===== config.mk =====
export PLATFORM = sky130hd
export DESIGN_NAME = rbm_ring_manager
export DESIGN_NICKNAME = d
export VERILOG_FILES = /design/src/verilog/rbm_pkg.sv /design/src/verilog/rbm_ring_manager.sv
export VERILOG_INCLUDE_DIRS = /design/src /design/src/verilog
export SDC_FILE = /design/constraint.sdc
export NUM_CORES = 1
export LEC_CHECK = 0
export BUFFER_PORTS_ARGS = -buffer_cell sky130_fd_sc_hd__buf_2
export CORE_ASPECT_RATIO = 2
export CORE_MARGIN = 4
export CORE_UTILIZATION = 58
export DETAILED_ROUTE_END_ITERATION = 6
export PLACE_DENSITY = 0.81
export SLEW_MARGIN = 40
export SYNTH_ARGS = -nofsm -noshare
export SYNTH_HDL_FRONTEND = slang
export SYNTH_SLANG_ARGS = --single-unit

===== constraint.sdc =====
create_clock -name mclk -period 4.5 [get_ports mclk]
set_input_delay 0.45 -clock mclk [delete_from_list [all_inputs] [get_ports mclk]]
set_output_delay 0.45 -clock mclk [all_outputs]
set_load 0.03 [all_outputs]

===== src/verilog/rbm_regs.svh =====
// Register offsets, field positions and reset values of the receive ring manager.
`ifndef RBM_REGS_SVH
`define RBM_REGS_SVH

// ----------------------------------------------------------------------------
// Register byte offsets
// ----------------------------------------------------------------------------
`define RBM_OFS_CTRL     8'h00
`define RBM_OFS_FIRST    8'h04
`define RBM_OFS_END      8'h08
`define RBM_OFS_WPTR     8'h0c
`define RBM_OFS_RPTR     8'h10
`define RBM_OFS_STATUS   8'h14
`define RBM_OFS_MISSED   8'h18
`define RBM_OFS_DMAADDR  8'h1c

// ----------------------------------------------------------------------------
// Field positions
// ----------------------------------------------------------------------------
`define RBM_CTRL_HALT    0
`define RBM_CTRL_ACCERR  1
`define RBM_CTRL_ACCRUNT 2
`define RBM_ST_OVF       0
`define RBM_ST_STOPPED   1
`define RBM_ST_BUSY      2

// ----------------------------------------------------------------------------
// Reset values and fixed figures
// ----------------------------------------------------------------------------
`define RBM_RST_PAGE     8'h01
`define RBM_RST_ENDPAGE  8'h02
`define RBM_HDR_LEN      8'h04
`define RBM_PAGE_LAST    8'hff
`define RBM_PAGE_BASE    8'h00
`define RBM_HDR_LASTIDX  2'h3

`endif


===== src/verilog/rbm_pkg.sv =====
// Types shared by the receive ring manager and its surroundings.
package rbm_pkg;

	// ------------------------------------------------------------------------
	// Bus and stream carriers
	// ------------------------------------------------------------------------
	typedef struct packed {
		logic        psel;
		logic        penable;
		logic        pwrite;
		logic [7:0]  paddr;
		logic [31:0] pwdata;
	} rbm_apb_req_t;

	typedef struct packed {
		logic       start;
		logic       valid;
		logic [7:0] data;
		logic       done;
		logic       crcErr;
		logic       alignErr;
		logic       runt;
	} rbm_rx_t;

	typedef struct packed {
		logic        we;
		logic [15:0] addr;
		logic [7:0]  data;
	} rbm_mem_t;

	// ------------------------------------------------------------------------
	// State machine and full module state
	// ------------------------------------------------------------------------
	typedef enum logic [2:0] {
		RBM_IDLE = 3'b001,
		RBM_RECV = 3'b010,
		RBM_HDR  = 3'b100
	} rbm_state_t;

	typedef struct packed {
		rbm_state_t  state;
		logic [15:0] dmaAddr;
		logic [15:0] byteCnt;
		logic [1:0]  hdrIdx;
		logic [7:0]  nextPage;
		logic [7:0]  rxStatus;
		logic [7:0]  ringFirst;
		logic [7:0]  ringEnd;
		logic [7:0]  writePtr;
		logic [7:0]  readPtr;
		logic        halt;
		logic        acceptErr;
		logic        acceptRunt;
		logic        ovf;
		logic [7:0]  missed;
		logic [31:0] prdata;
		logic        pslverr;
		rbm_mem_t    mem;
	} rbm_regs_t;

endpackage


===== src/verilog/rbm_ring_manager.sv =====
// Receive buffer ring manager: page linking, wrap, overflow abort and APB registers.
//
// Behaviour
// - Frames are stored in 256-byte pages inside the 64k byte buffer space.
// - Pages from first to end page form a ring; reaching end wraps to first.
// - Write pointer marks frame's first page; used for status and error restore.
// - Read pointer marks first unread frame; reaching it aborts reception.
// - Frame starts at write pointer page, leaving four bytes for its header.
// - A full page links forward to the next contiguous page, never skipping.
// - Before linking, check end page and wrap, then check read pointer and abort.
// - Ring overflow sets the sticky overflow flag in the event status.
// - After halt, a frame already in progress is finished before idling.
// - Without remote channel, frames may be removed before restarting.
// - While stopped, the missed-frame tally does not count.
// - Runt, CRC or alignment errors rewind to write pointer unless accepted.
// - Accepted frame gets header at write pointer, then pointer advances.
//
// The address map and the APB register port are this design's own decisions.
`timescale 1ns/10ps

module rbm_ring_manager
	import rbm_pkg::*;
(
	// Clock and reset
	input  wire logic              mclk,
	input  wire logic              sys_rst,
	// APB register port
	input  wire rbm_pkg::rbm_apb_req_t apbReq,
	output logic [31:0]            prdata,
	output logic                   pready,
	output logic                   pslverr,
	// Received byte stream from the receive path
	input  wire rbm_pkg::rbm_rx_t  rx,
	// Buffer memory write port
	output rbm_pkg::rbm_mem_t      mem,
	// Status levels
	output logic                   stopped,
	output logic                   ringOverflow
);
	import rbm_pkg::*;
	`include "rbm_regs.svh"

	rbm_regs_t s;
	rbm_regs_t next_s;

	// ------------------------------------------------------------------------
	// Ring helpers
	// ------------------------------------------------------------------------

	// Page after p, wrapped back to the first page when the end page is met.
	function automatic logic [7:0] ringNext(input logic [7:0] p, input logic [7:0] first,
		input logic [7:0] last);
		logic [7:0] n;
		n = p + 8'h01;
		if (n == last) begin
			n = first;
		end
		return n;
	endfunction

	logic       apbWr;
	logic       apbRd;
	logic       badFrame;
	logic [7:0] linkPage;
	logic [7:0] st;

	// Bus strobes; the write lands in the access phase, read data is sampled in setup.
	assign apbWr = apbReq.psel & apbReq.penable & apbReq.pwrite;
	assign apbRd = apbReq.psel & ~apbReq.penable;
	assign linkPage = ringNext(s.dmaAddr[15:8], s.ringFirst, s.ringEnd);
	assign badFrame = ((rx.crcErr | rx.alignErr) & ~s.acceptErr) | (rx.runt & ~s.acceptRunt);
	assign st = {5'h00, s.state != RBM_IDLE, stopped, s.ovf};

	// ------------------------------------------------------------------------
	// Next-state logic
	// ------------------------------------------------------------------------

	// Registers and the frame machine share one next-state copy of the whole state.
	always_comb begin
		next_s = s;
		next_s.mem.we = 1'b0;
		// Register writes from the host; they are taken in every state, halted too,
		// so the read pointer can be moved on before the device is restarted.
		if (apbWr) begin
			unique case (apbReq.paddr)
				`RBM_OFS_CTRL: begin
					next_s.halt = apbReq.pwdata[`RBM_CTRL_HALT];
					next_s.acceptErr = apbReq.pwdata[`RBM_CTRL_ACCERR];
					next_s.acceptRunt = apbReq.pwdata[`RBM_CTRL_ACCRUNT];
				end
				`RBM_OFS_FIRST:  next_s.ringFirst = apbReq.pwdata[7:0];
				`RBM_OFS_END:    next_s.ringEnd = apbReq.pwdata[7:0];
				`RBM_OFS_WPTR:   next_s.writePtr = apbReq.pwdata[7:0];
				`RBM_OFS_RPTR:   next_s.readPtr = apbReq.pwdata[7:0];
				`RBM_OFS_STATUS: begin
					if (apbReq.pwdata[`RBM_ST_OVF]) begin
						next_s.ovf = 1'b0;
					end
				end
				default: ;
			endcase
		end
		// Read data is captured in the setup cycle so prdata comes from a flop.
		if (apbRd) begin
			next_s.pslverr = 1'b0;
			unique case (apbReq.paddr)
				`RBM_OFS_CTRL:    next_s.prdata = {29'h0, s.acceptRunt, s.acceptErr, s.halt};
				`RBM_OFS_FIRST:   next_s.prdata = {24'h0, s.ringFirst};
				`RBM_OFS_END:     next_s.prdata = {24'h0, s.ringEnd};
				`RBM_OFS_WPTR:    next_s.prdata = {24'h0, s.writePtr};
				`RBM_OFS_RPTR:    next_s.prdata = {24'h0, s.readPtr};
				`RBM_OFS_STATUS:  next_s.prdata = {24'h0, st};
				`RBM_OFS_MISSED:  next_s.prdata = {24'h0, s.missed};
				`RBM_OFS_DMAADDR: next_s.prdata = {16'h0, s.dmaAddr};
				default: begin
					next_s.prdata = 32'h0;
					next_s.pslverr = 1'b1;
				end
			endcase
		end
		// Frame machine.
		unique case (s.state)
			RBM_IDLE: begin
				// A halted device takes no new frame and does not tally it either.
				if (rx.start && !s.halt) begin
					next_s.dmaAddr = {s.writePtr, `RBM_HDR_LEN};
					next_s.byteCnt = 16'h0;
					next_s.state = RBM_RECV;
				end
			end
			RBM_RECV: begin
				// Halt is not looked at here, so a frame in flight always completes.
				if (rx.valid) begin
					next_s.mem.we = 1'b1;
					next_s.mem.addr = s.dmaAddr;
					next_s.mem.data = rx.data;
					next_s.byteCnt = s.byteCnt + 16'h1;
					if (s.dmaAddr[7:0] == `RBM_PAGE_LAST) begin
						if (linkPage == s.readPtr) begin
							// Abort rewinds to the write pointer page so the partial frame is reclaimed.
							next_s.ovf = 1'b1;
							next_s.missed = s.missed + 8'h01;
							next_s.dmaAddr = {s.writePtr, `RBM_PAGE_BASE};
							next_s.state = RBM_IDLE;
						end else begin
							next_s.dmaAddr = {linkPage, `RBM_PAGE_BASE};
						end
					end else begin
						next_s.dmaAddr = s.dmaAddr + 16'h1;
					end
				end else if (rx.done) begin
					if (badFrame) begin
						next_s.dmaAddr = {s.writePtr, `RBM_PAGE_BASE};
						next_s.state = RBM_IDLE;
					end else begin
						// Leftover bytes of the last page are given up.
						next_s.nextPage = (s.dmaAddr[7:0] == `RBM_PAGE_BASE) ?
							s.dmaAddr[15:8] : linkPage;
						next_s.rxStatus = {5'h00, rx.runt, rx.alignErr, rx.crcErr};
						next_s.hdrIdx = 2'h0;
						next_s.state = RBM_HDR;
					end
				end
			end
			RBM_HDR: begin
				// Header bytes: status, next page, count low, count high.
				next_s.mem.we = 1'b1;
				next_s.mem.addr = {s.writePtr, 6'h00, s.hdrIdx};
				unique case (s.hdrIdx)
					2'h0: next_s.mem.data = s.rxStatus;
					2'h1: next_s.mem.data = s.nextPage;
					2'h2: next_s.mem.data = s.byteCnt[7:0];
					2'h3: next_s.mem.data = s.byteCnt[15:8];
				endcase
				next_s.hdrIdx = s.hdrIdx + 2'h1;
				if (s.hdrIdx == `RBM_HDR_LASTIDX) begin
					next_s.writePtr = s.nextPage;
					next_s.dmaAddr = {s.nextPage, `RBM_PAGE_BASE};
					next_s.state = RBM_IDLE;
				end
			end
			default: begin
				next_s.state = RBM_IDLE; // An illegal one-hot code falls back to idle.
			end
		endcase
		// Missed tally is frozen while stopped; only a running device aborts frames.
		if (stopped) begin
			next_s.missed = s.missed;
		end
	end

	// ------------------------------------------------------------------------
	// State register
	// ------------------------------------------------------------------------

	// Device leaves reset halted so the host can set up the ring first.
	always_ff @(posedge mclk or posedge sys_rst) begin
		if (sys_rst) begin
			s <= '0;
			s.state <= RBM_IDLE;
			s.halt <= 1'b1;
			s.ringFirst <= `RBM_RST_PAGE;
			s.ringEnd <= `RBM_RST_ENDPAGE;
			s.writePtr <= `RBM_RST_PAGE;
			s.readPtr <= `RBM_RST_PAGE;
		end else begin
			s <= next_s;
		end
	end

	// Outputs. Stopped waits for the frame machine to go idle, so a halt never
	// cuts a frame short, at the price of an unknown delay before the host sees it.
	assign stopped = s.halt && (s.state == RBM_IDLE);
	assign prdata = s.prdata;
	assign pready = 1'b1;
	assign pslverr = s.pslverr & apbReq.psel & apbReq.penable;
	assign mem = s.mem;
	assign ringOverflow = s.ovf;

	logic stClr;
	logic abortNow;
	assign stClr = apbWr && apbReq.paddr == `RBM_OFS_STATUS && apbReq.pwdata[`RBM_ST_OVF];
	// A byte in the last slot of a page whose forward link meets the read pointer.
	assign abortNow = s.state == RBM_RECV && rx.valid && s.dmaAddr[7:0] == `RBM_PAGE_LAST
		&& linkPage == s.readPtr;
endmodule


==> results of run 1 <==
[metal layers]
metal / global-route usage (%) / wire [µm] / vias to the layer above / part of all wire [%]
met5: 0 / 0 / - / 0
met4: 23.8 / 2120 / 0 / 8.8
met3: 6.03 / 1730 / 137 / 7.2
met2: 53.8 / 12300 / 450 / 51
met1: 31.7 / 7860 / 3495 / 33
li1: - / - / 3161 / -
[power by group through the flow]
| stage | clock network, µW | logic (µW) | registers, µW |
|---|---|---|---|
| final | 1390 | 1690 | 1650 |
| after floorplan | 0 | 1450 | 1510 |
| after CTS | 1400 | 1660 | 1630 |
| after global placement | 0 | 1610 | 1640 |
| after detailed placement | 0 | 1650 | 1650 |
| after global routing | 1460 | 1840 | 1660 |
[critical path: stages (launching register included)]
cell,delay (ps)
dfrtp_1,510
ha_1,320
xnor2_2,270
xnor2_1,150
nor4_2,560
nand4_2,450
a211oi_2,400
o21ai_2,160
or2_1,440
nor3_4,310
mux2_1,350
[stage by stage]
stage                     power (µW)  utilization [%]  cells  setup slack [ps]  area, µm²
final                           4730             64.8   1080               447       8750
after global routing            4960             64.8   1080               362       8750
after CTS                       4690             64.7   1080               540       8740
after detailed placement        3300             60.4   1048               571       8160
after global placement          3260             60.3   1048               655       8150
after floorplan                 2960                -    908               477       8110
[placed cells by master, fill, tap and decap left out, types with 5 or more instances in the layout]
cell type    n
a31oi_1      7
nand3_1     43
nor2_1      56
or3_1       10
xor2_1      20
buf_2       78
a222oi_1     8
buf_4       11
inv_6        8
nand4_1      7
a21o_1       5
inv_1       17
or2_2        5
a21oi_1     29
nor4_1       5
conb_1      17
mux2_2      31
xnor2_1     26
clkbuf_16   17
and3_1      14
dfrtp_1    128
a22o_1       5
dfstp_2      6
a22oi_1     30
ha_1         9
a221oi_1    10
o21ai_0     68
nor3_1      11
nand2_1    137
mux2i_1     15
[state kept, by name, indices dropped and copies added (netlist names)]
signal and count:
s 92, mem 25, prdata 16, ringOverflow 1
[how the worst max path moves through the flow]
stage	to	slack, ps	cells after the start
after floorplan	mem[0]	480	1
after global placement	s[59]	660	10
after detailed placement	s[59]	570	10
after CTS	s[59]	540	10
after global routing	s[59]	360	10
final	s[59]	450	10
[cells by family after synthesis]
| family | after synthesis |
|---|---|
| adder cells (fa/ha/maj) | 9 |
| buffers and inverters | 122 |
| other | 2 |
| AO/OA/AOI/OAI | 207 |
| multiplexers | 48 |
| flip-flops | 134 |
| AND/OR/NAND/NOR | 324 |
| XOR/XNOR | 47 |
[final cells by class]
type / count / area [µm²] / share of cell area [%]
Sequential cell: 134 / 3360 / 38.4
Tap cell: 155 / 194 / 2.22
Clock inverter: 15 / 156 / 1.79
Timing Repair Buffer: 89 / 473 / 5.40
Inverter: 18 / 72.6 / 0.829
Clock buffer: 17 / 425 / 4.86
Multi-Input combinational cell: 652 / 4070 / 46.5
==> results.cfg, run 1 <==
[detailed_routing]
num_vias = 7243
via_per_inst = 6.71
remaining_drc_errors = 0
drtIter0Drc = 721
ant_nets = 0
wl_um = 24000
wire_per_inst_um = 22.2
dr.pass1.iters = 7

[critical_path]
worstSetupPathType = reg -> reg
cp.required_ps = 4810
r2r_start = s[145]
r2r_cells = 10
start_kind = flop
r2r-end = s[59]
crit_path_start = s[145]
crit_fanout = 13
rrSetupSlack_ps = 450
crit_arrival_ps = 4360
cp-end-kind = flop

[clocking]
ctsResizeCount = 0
clk-insertion-delay-late_ps = 430
htreeDepth = 4
hold_buffers = 0
clock_path_buffers = 2
cts_buffers = 17
cts.sinks = 134
root_buffer = clkbuf_16
cts_tree = built
cts_setup_buffers = 0
path_clk_slew_ps = 70

[timing]
tightest_slew_ps = 814
finalSetupTns_ps = 0
hold_viol = 0
skew_ps = 9.82
slew_viol_final = 0
relSlewSlack_pct = 45.2
rsz0062_at_grt = false
finalSetupViolCount = 0
fmax_mhz = 247
min_period_over_period_pct = 90.1
fin_worst_hold_slack_ps = 94.8
min_period_ps = 4050

[floorplan]
initial_core_util_pct = 59.6
die_area_um2 = 15900
coreArea_um2 = 13500
die_w_um = 91.3
rows = 60
die_height_um = 175
io_pins = 120

[logic_synthesis]
synth.cell_area_um2 = 8050
yosys.area_share.xor_xnor_pct = 5.21
synthSimpleGateAreaFrac_pct = 18.9
synth_commonest_cells = nand2_1, dfrtp_1, o21ai_0, buf_4, nor2_1
yosys-mux-area-fraction_pct = 6.48
synth_flop_cell = dfrtp_1
synth.area.top_cells = dfrtp_1, nand2_1, buf_4, mux2_2, o21ai_0
synth_fa_ha_area_share_pct = 1.40
avgSynthCellArea_um2 = 9.01
synth_top_family_by_area = simple AND/OR/NAND/NOR gates
synth_top_area_cell = dfrtp_1
synth-async-reset-ratio_pct = 100
netlist.area_leader.share_pct = 39.8
synth_cell_types = 73
syn_inst = 893
ys_warn_count = 0
yosysMostFrequentCell = nand2_1
synth_compound_area_share_pct = 17.4
ys_ff_latch = 134
synth-seq-area-share_pct = 41.7
synth_edf_count = 0

[place]
gp_congestion = 0.956
portBuffers = 78
post-dp-hpwl_um = 17500

[pwr]
p_sw_share_pct = 41.7
ir_worst_vdd_v = 0.000444
clkPwrFrac_pct = 29.4
seq_power_share_pct = 34.8
internal_power_uw = 2760
leakagePower_uw = 0.00406
switchingPower_uw = 1970
p_per_area_nw_per_um2 = 540
p_comb_share_pct = 35.8

[outcome]
status = complete, no violations

[global_routing]
grt_max_degree = 65
grt_antenna_before_repair = 0
grt_overflow_total = 0
grtUsageTotal_pct = 30.8
grt_pass1_wl_um = 38200
grt_pass1_vias = 7168

[layout]
fill_cells = 1143
drive_gt1_share_pct = 20.1
n_antenna_cell = 0
nets = 980
synthToLayoutAreaGrowth_pct = 8.73

[worst_hold_path]
hp-class = in -> async

[flow_run]
cap_violations = 0
No activity file was read; power rests on OpenSTA's default activity.
==> run 2, diff against run 1 <==
--- a/config.mk
+++ b/config.mk
@@ -7,10 +7,12 @@
 export NUM_CORES = 1
 export LEC_CHECK = 0
 export BUFFER_PORTS_ARGS = -buffer_cell sky130_fd_sc_hd__buf_2
+export CAP_MARGIN = 10
 export CORE_ASPECT_RATIO = 2
 export CORE_MARGIN = 4
 export CORE_UTILIZATION = 58
 export DETAILED_ROUTE_END_ITERATION = 6
+export GPL_TIMING_DRIVEN = 0
 export PLACE_DENSITY = 0.81
 export SLEW_MARGIN = 40
 export SYNTH_ARGS = -nofsm -noshare
==> run 2 against run 1 <==
Net effect:
- the flow now finishes with violations (hold timing)
- sequential share of layout area down 2.5 points
- die area unchanged
- non-clock buffer count up 94
- clock skew up 1.4 ps
- via count up 3.1%
- power up 5.4%
- sequential cell count unchanged
- largest cell class unchanged
==> results.cfg, run 2 (synthesis gave the netlist of run 1 again) <==
[outcome]
status = complete, but fails checks
violations = hold timing

[timing]
rsz0062_at_grt = false
min_period_over_period_pct = 84.1
skew_ps = 11.2
hold_viol = 4
slew_viol_final = 0
setup_ws_ps = 715
finalSetupViolCount = 0
tightest_slew_ps = 868
relSlewSlack_pct = 42.1
fin_worst_hold_slack_ps = -12.9
finalSetupTns_ps = 0
min_period_ps = 3780
fmax_mhz = 264

[pwr]
p_per_area_nw_per_um2 = 532
leakagePower_uw = 0.00441
finalPower_uw = 4980
ir_worst_vdd_v = 0.000379

[critical_path]
rrSetupSlack_ps = 720
r2r-end = s[59]
slowest_stage = nor4_2
start_kind = flop
cp-end-kind = flop
crit_cells = 11
r2r_cells = 11
worstSetupPathType = reg -> reg
critical-path-top-delay-family = simple AND/OR/NAND/NOR gates
r2r_start = s[144]
cp.required_ps = 4810
crit_path_frequent_cell = nand4_2
slowest_delay_ps = 650
crit_path_end = s[59]
crit_arrival_ps = 4090
worst-path-buf-inv = 1
path_cells = ha_1 > xnor2_2 > xnor2_1 > nor4_2 > nand4_2 > o21ai_0 > nand4_2 > or2_1 > buf_6 > nor3_4 > mux2_1
crit_path_start = s[144]
crit_fanout = 8

[layout]
largest_register = s
synthToLayoutAreaGrowth_pct = 16.4
largest_reg_flops = 92
nets = 1074
fill_cells = 1115
final_cells = 1174
n_antenna_cell = 0
multi_input_comb_area_um2 = 4060
seq_area_um2 = 3360
drive_gt1_share_pct = 23.3
layout_commonest_cell = nand2_1
layout_common_cells = nand2_1, dfrtp_1, buf_2, o21ai_0, buf_4

[detailed_routing]
remaining_drc_errors = 0
wl_um = 25100
ant_nets = 0
drtIter0Drc = 645
num_vias = 7470
via_per_inst = 6.36
wire_per_inst_um = 21.3
dr.pass1.iters = 6

[clocking]
cts_setup_buffers = 0
path_clk_slew_ps = 60
root_buffer = clkbuf_16
clock_path_buffers = 2
htreeDepth = 4
cts_buffers = 17
cts.sinks = 134
cts_tree = built
ctsResizeCount = 0
clk-insertion-delay-late_ps = 420
hold_buffers = 0

[global_routing]
grt_pass1_vias = 7566
grt_overflow_total = 0
grt_max_degree = 55
grtUsageTotal_pct = 32.6
grt_pass1_wl_um = 40000
grt_antenna_before_repair = 0

[place]
portBuffers = 77
post-dp-hpwl_um = 18900
dp_cells = 1142
gp_congestion = 0.951
dpl_worst_slack_ps = 786

[floorplan]
io_pins = 120
coreArea_um2 = 13500
die_w_um = 91.3
die_height_um = 175
die_area_um2 = 15900
initial_core_util_pct = 59.6
rows = 60

[flow_run]
cap_violations = 0

[worst_hold_path]
hp-class = in -> async
## run 2: changes by cell type in the layout (fill, tap and decap cells not counted), sizes merged
cell	before	now
inv	29	19
buf	89	149
clkinv	1	4
bufinv	1	3
clkbuf	17	55
clkinvlp	2	3
## run 2: worst min-delay path by stage
stage,cells after the start,start,slack [ps],endpoint
floorplan,1,s[65],450,s[65]
global placement,2,mem[17],460,mem[17]
detailed placement,2,sys_rst,440,s[25]
CTS,2,sys_rst,3,s[25]
global route,2,sys_rst,9,s[25]
finish,2,sys_rst,-10,s[25]
## run 2: layout make-up
cell class                      count  area share [%]
Clock inverter                     11            1.59
Clock buffer                       21            4.91
Tap cell                          155            2.07
Buffer                            104            6.78
Inverter                           18           0.801
Timing Repair Buffer               79            4.62
Multi-Input combinational cell    652            43.4
Sequential cell                   134            35.9
## run 2: report_power, final
group	total (µW)	switching (µW)	internal, µW
registers	1570	183	1390
logic	1960	1250	711
clock network	1450	545	902
## run 2: metal layers
metal  GRT usage (%)  part of all wire (%)  wire, µm  vias to the layer above
li1                -                     -         -                     3350
met5               0                     0         0                        -
met3            6.07                   6.9      1730                      162
met1            33.2                    32      8080                     3486
met2            56.7                    51     12800                      472
met4            27.1                   9.9      2470                        0
## run 2: metrics by stage
step / utilization, % / cell area (µm²)
final: 69.3 / 9370
after floorplan: - / 8110
after CTS: 69.3 / 9370
after detailed placement: 64.8 / 8760
after global placement: 64.3 / 8690
after global routing: 69.3 / 9370
